===== src/rtl/pll_holdover_pkg.sv =====
/*
 * Constants, field positions and carrier types for the PLL reference and
 * holdover configuration bank (registers pll_reference_holdover_control and zero_delay_feedback_control).
 * Assumes a byte-wide serial control port decodes a register address and
 * hands this bank write strobes and read requests on the system clock.
 */
// What this block does
// - Bit 7 of pll_reference_holdover_control, set at reset, routes EEPROM status to the status pin.
// - Bit 6 of pll_reference_holdover_control powers the crystal maintaining amplifier; off at reset.
// - Bit 5 of pll_reference_holdover_control enables the reference doubler; bypassed at reset.
// - Bit 4 of pll_reference_holdover_control freezes automatic refresh of readback register 0x01f.
// - Bit 3 clear makes holdover see the lock-detect pin as true.
// - Bit 1 of pll_reference_holdover_control hands holdover to the sync pin, disabling automatic.
// - Bit 0 of pll_reference_holdover_control enables internal holdover; disabled at reset.
// - Field [4:3] of zero_delay_feedback_control picks feedback channel divider 0 to 3.
// - Divider pick is output in every mode; feedback is active only with zero delay and external mode both set.
package pll_holdover_pkg;

   localparam logic [9:0] ref_holdover_offset = 10'h01d;
   localparam logic [9:0] zero_delay_offset = 10'h01e;

   // Field positions of register pll_reference_holdover_control
   localparam int status_eeprom_bit = 7;
   localparam int xtal_amp_bit = 6;
   localparam int doubler_bit = 5;
   localparam int readback_freeze_bit = 4;
   localparam int lock_compare_bit = 3;
   localparam int ext_holdover_bit = 1;
   localparam int holdover_enable_bit = 0;

   // Field positions of register zero_delay_feedback_control
   localparam int fb_select_lsb = 3;
   localparam int fb_select_msb = 4;
   localparam int ext_zero_delay_bit = 2;
   localparam int zero_delay_bit = 1;

   localparam logic [7:0] ref_holdover_reset = 8'h80;
   localparam logic [7:0] zero_delay_reset = 8'h00;
   localparam logic [7:0] ref_holdover_mask = 8'hfb;
   localparam logic [7:0] zero_delay_mask = 8'h1e;

   typedef enum logic [1:0] {
      holdover_off_type = 2'b00,
      holdover_auto_type = 2'b01,
      holdover_external_type = 2'b11
   } holdover_mode_type;

   typedef struct packed {
      logic status_eeprom_select;
      logic xtal_amp_enable;
      logic doubler_enable;
      logic readback_refresh;
      logic lock_detect_used;
      holdover_mode_type holdover_mode;
   } pll_control_type;

   typedef struct packed {
      logic feedback_active;
      logic [1:0] feedback_divider;
   } zero_delay_control_type;

endpackage


===== src/rtl/pll_holdover_config_regs.sv =====
/*
 * Register bank for PLL reference, holdover and zero-delay feedback control.
 * Assumes the serial control port gives a decoded address, a write strobe
 * with data, and a read strobe; read data appears one cycle after it.
 * Lock-detect comparator and sync inputs come from pins and are synchronised.
 * All outputs are registered, so each lags its register bit by one edge;
 * software sees a write on the outputs two edges after the strobe.
 */
module pll_holdover_config_regs
   import pll_holdover_pkg::*;
(
   input wire logic clock,
   input wire logic sys_rst,
   input wire logic clock_enable,
   input wire logic [9:0] reg_address,
   input wire logic reg_write,
   input wire logic [7:0] reg_write_data,
   input wire logic reg_read,
   input wire logic [5:0] status_pin_select,
   input wire logic [5:0] status_select_field,
   input wire logic status_eeprom,
   input wire logic lock_detect_pin,
   input wire logic sync_pin,
   input wire logic auto_holdover_request,
   input wire logic [7:0] readback_live,
   output logic [7:0] reg_read_data,
   output logic reg_read_valid,
   output logic status_pin,
   output logic xtal_amp_enable,
   output logic doubler_enable,
   output logic [7:0] readback_status,
   output logic lock_detect_used,
   output logic holdover_active,
   output logic feedback_active,
   output logic [1:0] feedback_divider
);

   // ----------------------------------------------------------------------
   // Register storage
   // ----------------------------------------------------------------------
   logic [7:0] ref_holdover;
   logic [7:0] zero_delay;
   logic [7:0] next_ref_holdover;
   logic [7:0] next_zero_delay;

   always_comb begin
      next_ref_holdover = ref_holdover;
      next_zero_delay = zero_delay;
      if (reg_write && reg_address == ref_holdover_offset) begin
         next_ref_holdover = reg_write_data & ref_holdover_mask;
      end else if (reg_write && reg_address == zero_delay_offset) begin
         next_zero_delay = reg_write_data & zero_delay_mask;
      end
   end

   always_ff @(posedge clock) begin
      if (sys_rst) begin
         ref_holdover <= ref_holdover_reset;
         zero_delay <= zero_delay_reset;
      end else if (clock_enable) begin
         ref_holdover <= next_ref_holdover;
         zero_delay <= next_zero_delay;
      end
   end

   // ----------------------------------------------------------------------
   // Pin synchronisers
   // ----------------------------------------------------------------------
   // Both pins are asynchronous; logic reads only the second stage
   logic [1:0] lock_detect_sync;
   logic [1:0] sync_pin_sync;
   logic [1:0] next_lock_detect_sync;
   logic [1:0] next_sync_pin_sync;

   always_comb begin
      next_lock_detect_sync = {lock_detect_sync[0], lock_detect_pin};
      next_sync_pin_sync = {sync_pin_sync[0], sync_pin};
   end

   always_ff @(posedge clock) begin
      if (sys_rst) begin
         lock_detect_sync <= 2'b00;
         sync_pin_sync <= 2'b00;
      end else if (clock_enable) begin
         lock_detect_sync <= next_lock_detect_sync;
         sync_pin_sync <= next_sync_pin_sync;
      end
   end

   // ----------------------------------------------------------------------
   // Decode
   // ----------------------------------------------------------------------
   pll_control_type pll_control;
   zero_delay_control_type zd_control;
   logic lock_detect_seen;

   pll_control_decode decode (
      .ref_holdover(ref_holdover),
      .zero_delay(zero_delay),
      .lock_detect_pin(lock_detect_sync[1]),
      .pll_control(pll_control),
      .zd_control(zd_control),
      .lock_detect_seen(lock_detect_seen)
   );

   // ----------------------------------------------------------------------
   // Read port
   // ----------------------------------------------------------------------
   logic [7:0] next_read_data;
   logic next_read_valid;

   // Unmapped addresses still answer, with zero data
   always_comb begin
      next_read_data = 8'h00;
      next_read_valid = reg_read;
      if (reg_read && reg_address == ref_holdover_offset) begin
         next_read_data = ref_holdover;
      end else if (reg_read && reg_address == zero_delay_offset) begin
         next_read_data = zero_delay;
      end
   end

   always_ff @(posedge clock) begin
      if (sys_rst) begin
         reg_read_data <= 8'h00;
         reg_read_valid <= 1'b0;
      end else if (clock_enable) begin
         reg_read_data <= next_read_data;
         reg_read_valid <= next_read_valid;
      end
   end

   // ----------------------------------------------------------------------
   // Status pin
   // ----------------------------------------------------------------------
   logic next_status_eeprom_selected;
   logic next_status_pin;

   always_comb begin
      next_status_eeprom_selected = pll_control.status_eeprom_select;
      // Pin selection field is ignored while EEPROM status owns the pin
      next_status_pin = next_status_eeprom_selected ?
         status_eeprom : status_pin_select[0];
      if (!next_status_eeprom_selected &&
          status_select_field == 6'h00) begin
         next_status_pin = 1'b0;
      end
   end

   always_ff @(posedge clock) begin
      if (sys_rst) begin
         status_pin <= 1'b0;
      end else if (clock_enable) begin
         status_pin <= next_status_pin;
      end
   end

   // ----------------------------------------------------------------------
   // Readback status
   // ----------------------------------------------------------------------
   logic [7:0] next_readback;

   // Frozen readback keeps its last value for software to inspect
   always_comb begin
      next_readback = pll_control.readback_refresh ?
         readback_live : readback_status;
   end

   always_ff @(posedge clock) begin
      if (sys_rst) begin
         readback_status <= 8'h00;
      end else if (clock_enable) begin
         readback_status <= next_readback;
      end
   end

   // ----------------------------------------------------------------------
   // PLL and holdover controls
   // ----------------------------------------------------------------------
   logic next_xtal_amp;
   logic next_doubler;
   logic next_lock_detect_used;
   logic next_holdover;
   logic next_feedback_active;
   logic [1:0] next_feedback_divider;

   always_comb begin
      next_xtal_amp = pll_control.xtal_amp_enable;
      next_doubler = pll_control.doubler_enable;
      next_lock_detect_used = pll_control.lock_detect_used;
      next_feedback_active = zd_control.feedback_active;
      // Divider code is shown even while the path is idle
      next_feedback_divider = zd_control.feedback_divider;
      case (pll_control.holdover_mode)
         holdover_external_type: next_holdover = sync_pin_sync[1];
         holdover_auto_type:
            next_holdover = auto_holdover_request &&
               lock_detect_seen;
         default: next_holdover = 1'b0;
      endcase
   end

   always_ff @(posedge clock) begin
      if (sys_rst) begin
         xtal_amp_enable <= 1'b0;
         doubler_enable <= 1'b0;
         lock_detect_used <= 1'b0;
         holdover_active <= 1'b0;
         feedback_active <= 1'b0;
         feedback_divider <= 2'b00;
      end else if (clock_enable) begin
         xtal_amp_enable <= next_xtal_amp;
         doubler_enable <= next_doubler;
         lock_detect_used <= next_lock_detect_used;
         holdover_active <= next_holdover;
         feedback_active <= next_feedback_active;
         feedback_divider <= next_feedback_divider;
      end
   end

endmodule


===== src/rtl/pll_control_decode.sv =====
/*
 * Turns the two stored register bytes into the control signals that the
 * analog PLL, holdover controller and zero-delay path use.
 * Assumes its inputs are register outputs on the same clock.
 */
module pll_control_decode
   import pll_holdover_pkg::*;
(
   input wire logic [7:0] ref_holdover,
   input wire logic [7:0] zero_delay,
   input wire logic lock_detect_pin,
   output pll_control_type pll_control,
   output zero_delay_control_type zd_control,
   output logic lock_detect_seen
);

   always_comb begin
      pll_control.status_eeprom_select =
         ref_holdover[status_eeprom_bit];
      pll_control.xtal_amp_enable = ref_holdover[xtal_amp_bit];
      pll_control.doubler_enable = ref_holdover[doubler_bit];
      pll_control.readback_refresh =
         !ref_holdover[readback_freeze_bit];
      pll_control.lock_detect_used = ref_holdover[lock_compare_bit];
      // External control wins over the internal enable
      if (ref_holdover[ext_holdover_bit]) begin
         pll_control.holdover_mode = holdover_external_type;
      end else if (ref_holdover[holdover_enable_bit]) begin
         pll_control.holdover_mode = holdover_auto_type;
      end else begin
         pll_control.holdover_mode = holdover_off_type;
      end
      // Comparator off means the pin counts as locked
      lock_detect_seen = ref_holdover[lock_compare_bit] ?
         lock_detect_pin : 1'b1;
      zd_control.feedback_active = zero_delay[zero_delay_bit] &&
         zero_delay[ext_zero_delay_bit];
      zd_control.feedback_divider =
         zero_delay[fb_select_msb:fb_select_lsb];
   end

endmodule


===== config.mk =====
export PLATFORM = sky130hd
export DESIGN_NAME = pll_holdover_config_regs
export DESIGN_NICKNAME = d
export VERILOG_FILES = /design/src/rtl/pll_holdover_pkg.sv /design/src/rtl/pll_holdover_config_regs.sv /design/src/rtl/pll_control_decode.sv
export SDC_FILE = /design/constraint.sdc
export NUM_CORES = 1
export LEC_CHECK = 0
export ABC_AREA = 1
export BUFFER_PORTS_ARGS = -buffer_cell sky130_fd_sc_hd__buf_2
export CORE_MARGIN = 3
export CORE_UTILIZATION = 43
export CTS_CLUSTER_SIZE = 40
export DETAILED_ROUTE_END_ITERATION = 6
export PLACE_DENSITY = 0.86
export SYNTH_ARGS = -nofsm -noshare
export SYNTH_HDL_FRONTEND = slang
export SYNTH_HIERARCHICAL = 1
export SYNTH_SLANG_ARGS = --single-unit

===== constraint.sdc =====
create_clock -name clock -period 0.9 [get_ports clock]
set_input_delay 0.135 -clock clock [delete_from_list [all_inputs] [get_ports clock]]
set_output_delay 0.135 -clock clock [all_outputs]
set_load 0.03 [all_outputs]

## After elaboration in Yosys (flattened, before gate mapping)

Index checks and enable logic that the tools add are counted.

- Register bits: 40
- Input bits: 47
- Output and inout bits: 25
- Logic and storage cells: 40

- Equality and inequality tests: 4
- Mux-type cells: 8
- Bitwise operators: 2
- Reductions and logical operators: 12

Operators by type and width:

| cell | number |
|---|---|
| $eq A10 B5 Y1 const B | 2 |
| $mux W8 | 1 |
| $logic_and A1 B1 Y1 | 7 |
| $logic_not A6 Y1 | 1 |
| $mux W5 | 1 |
| $mux W1 | 4 |
| $reduce_and A2 Y1 | 2 |
| $reduce_and A3 Y1 | 1 |
| $eq A2 B1 Y1 const B | 1 |
| $eq A2 B2 Y1 const B | 1 |
| $mux W2 | 1 |
| $not A1 Y1 | 2 |
| $pmux W1 S2 | 1 |
| $logic_not A1 Y1 | 1 |

## Depth between registers and ports, before layout

- Depth in word-level cells: 4
- Depth in mapped cells: 8
- Depth with buffers taken out: 8

## By module

The synthesis kept the hierarchy.

By module, submodules not included:

| module | instances | cells each | area each (µm²) | sequential area each (µm²) |
|---|---|---|---|---|
| pll_holdover_config_regs | 1 | 234 | 1701.6 | 800.8 |
| pll_control_decode | 1 | 15 | 82.6 | 0.0 |

## Least setup slack after synthesis

Ideal clock, no wire load.

- Kind: input to register
- Start point: in reg_address[9]
- End point: reg reg_read_data[0]
- Library setup time: 66 ps
- Data arrival time: 877 ps
- Required time: 834 ps
- Slack: -43 ps
- Stages on the path: 7
- Buffers on the path: 0
- Path through: nor2_2 nand2_1 nor2_4 nand2_4 nor2_4 nand2_1 a21oi_2

- Cells in the longest elaborated chain, start to end: 3

Ends and longest elaborated chain:

| what | RTL line | text |
|---|---|---|
| start: declaration | pll_holdover_config_regs.sv:15 | `input wire logic [9:0] reg_address,` |
| $eq A10 B5 Y1 | pll_holdover_config_regs.sv:116 | `if (reg_read && reg_address == ref_holdover_offset) begin` |
| $logic_and A1 B1 Y1 | pll_holdover_config_regs.sv:116 |  |
| $mux W8 | pll_holdover_config_regs.sv:116 |  |
| end signal: assignment | pll_holdover_config_regs.sv:128 | `reg_read_data <= next_read_data;` |
| end: declaration | pll_holdover_config_regs.sv:26 | `output logic [7:0] reg_read_data,` |

No other way between the ends.
A chain may end at the register's enable or synchronous reset.

## Worst setup path in the final report

- Start point: reg readback_status[4]
- End point: out readback_status[4]

RTL lines:

| what | RTL line | text |
|---|---|---|
| start: declaration | pll_holdover_config_regs.sv:31 | `output logic [7:0] readback_status,` |
| start signal: assignment | pll_holdover_config_regs.sv:173 | `readback_status <= next_readback;` |

No word-level cell between the ends.

==> out/metrics.csv <==
metric;value;unit
post-layout min period;0.911;ns
Post-DP HPWL;3360;um
via/cell ratio;4.77;
vias;1804;
worst-path cell chain;buf_6;
first-pass GRT wire length;7940;um
# port buffers;66;
Max Cap Viol;0;
DIE WIDTH;70.3;um
Row Count;22;
Hold WS;0.0655;ns
Clk pwr share;0.380;
critical path class;flop to output pin;
pin count of the biggest net entering global routing;32;
DR pass1 iterations;4;
vias in the first global route;1779;
hold crit path type;input pin to flop;
synthesis warning total;6;
Total Routing Usage GR;0.197;
synthesized area;0.00178;sq mm
# clock sinks;40;
area of the multi-input gates;842;sq um
die area;0.00495;sq mm
clk_skew;0.00685;ns
final setup violation count;5;
Core Region;0.00383;sq mm
filler cell count in the final layout;318;
Worst slew margin;0.829;
Switch Pwr;1050;uW
GPL Wtd Cong;0.803;
total I/O pin count;72;
Hold Buf Count CTS;0;
Post-Route Setup TNS;-0.0298;ns
DRC viols;0;
Post-DRT Antenna Nets;0;
RSZ-0062 raised after global routing;true;
Top Family by Delay on Critical Path;flip-flops;
CP endpoint kind;output pin;
Worst R2R Start;ref_holdover[4]$_SDFFE_PP0P_;
period utilization;1.01;
antenna violations before repair;0;
final cell count without fillers;378;
setup slack on the worst flop-to-flop path;0.02;ns
P&R area growth vs syn;50.2;%
Worst Path Buf+Inv;1;
Comb pwr share;0.161;
Hold Crit Endpoint;ref_holdover[7]$_SDFFE_PP1P_;
Initial DRC Count;61;
failing checks;setup timing;
WL per Instance;12.3;um
CP startpoint kind;flop;
crit path DAT;0.78;ns
final setup margin;-0.0107;ns
Hold Path Stages;3;
outcome;finished with violations;
CP max stage delay;0.35;ns
Reg power frac;0.460;
fin util;0.699;
Num CTS Buffers;5;
Mapped Avg Cell Area;7.18;sq um
internal power;3050;uW
die height;70.3;um
Starting Density;0.465;
Leakage;0.00128;uW
gr ovfl total;0;
CP max-delay cell;dfxtp_2;
diodes inserted;0;
synthesized net count;295;
Clock Pin Slew Worst Setup and Hold Paths;0.08;ns
Net Sw Frac;0.256;
CTS tree;yes;
CTS H-tree lvls;2;
PD cells;1530;mW/mm^2
Least-Margin Pin Slew;0.257;ns
Final Hold Viols;0;
Reg2Reg Depth;5;
HP Start;reg_write_data[7];
worst ir drop on vdd;1.27;mV
Max Slew Vio Count;0;
FF/Latch Area;838;sq um
Max FO, Critical Path;2;
post-synthesis cell count;248;
r2r endpoint;readback_status[3]$_SDFFE_PP0P_;
clock buffer depth;2;
Max Clk Rate;1100;MHz
CP Data Required Time;0.76;ns
Final nets;376;
share of cells above drive strength 1;0.473;
CTS Root Cell;clkbuf_8;
worst skew pair latency;0.30;ns
placed cell count;367;
Routed WL;4660;um
worst reg2reg max path, stage by stage, from the launching register on:
cell and delay, ns:
dfxtp_2 0.33, inv_2 0.06, nand2_4 0.07, buf_6 0.14, o21ai_0 0.13, nor2_1 0.05
worst max-delay path by stage:
stage                     cells after the start                            start                       endpoint
after floorplan                               7                   reg_address[5]  reg_read_data[5]$_SDFFE_PP0P_
after global placement                        9                   reg_address[4]  reg_read_data[5]$_SDFFE_PP0P_
after detailed placement                      9                   reg_address[4]  reg_read_data[5]$_SDFFE_PP0P_
after CTS                                     1    reg_read_data[1]$_SDFFE_PP0P_               reg_read_data[1]
after global routing                          6     ref_holdover[1]$_SDFFE_PP0P_   holdover_active$_SDFFE_PP0P_
final                                         1  readback_status[4]$_SDFFE_PP0P_             readback_status[4]
what timing repair did:
action,in CTS,in global routing
pin swaps,0,5
resized for setup,82,17
setup endpoints to repair,31,36
buffers inserted,0,3
final cells by class:
class	instances	share of cell area
sequential	40	0.314
timing repair buffer	89	0.259
clock inverter	2	0.0145
clock buffer	6	0.0309
tap	48	0.0225
inverter	30	0.0449
multi-input combinational	163	0.315
stage by stage:
stage	setup WS, ns	cell area (sq um)	power [uW]
after global placement	-0.161	2300	2450
after floorplan	-0.00273	1820	2210
after CTS	-0.0121	2620	4100
after detailed placement	-0.198	2300	2470
final	-0.0107	2670	4090
after global routing	-0.0645	2670	4260
placed cells by master, fill, tap and decap left out, types with 2 or more instances in the layout:
cell,instances
o21ai_2,2
inv_2,5
nor2_4,7
inv_1,23
nor3_1,5
buf_6,27
buf_4,19
clkbuf_8,6
buf_2,41
dfxtp_2,27
o21ai_1,14
nand4_1,6
nor2_1,56
nand2_4,2
nand2_1,28
a21oi_1,5
o21ai_0,15
nor2_2,2
buf_12,2
nand2_2,4
dfxtp_1,12
a21oi_2,4
nand3_1,8
flip-flops by register name, summed over array words and instances, names as in the netlist:
register / cells
feedback_active: 1
feedback_divider: 2
reg_read_valid: 1
status_pin: 1
zero_delay: 4
sync_pin_sync: 2
ref_holdover: 7
lock_detect_used: 1
holdover_active: 1
reg_read_data: 8
doubler_enable: 1
xtal_amp_enable: 1
readback_status: 8
lock_detect_sync: 2
power groups by stage:
stage	Combinational [uW]	Sequential (uW)	Clock (uW)
after floorplan	201	2010	0
after global placement	552	1900	0
after detailed placement	564	1900	0
after CTS	631	1880	1580
after global routing	719	1890	1660
final	659	1880	1550
per-layer routing:
layer	track usage	vias to the layer above	wire length [um]
met5	0	-	0
met4	0.0553	0	31
met3	0.0576	4	303
met2	0.346	64	2400
met1	0.231	800	1920
li1	-	936	-
(Power assumes the default switching activity.)
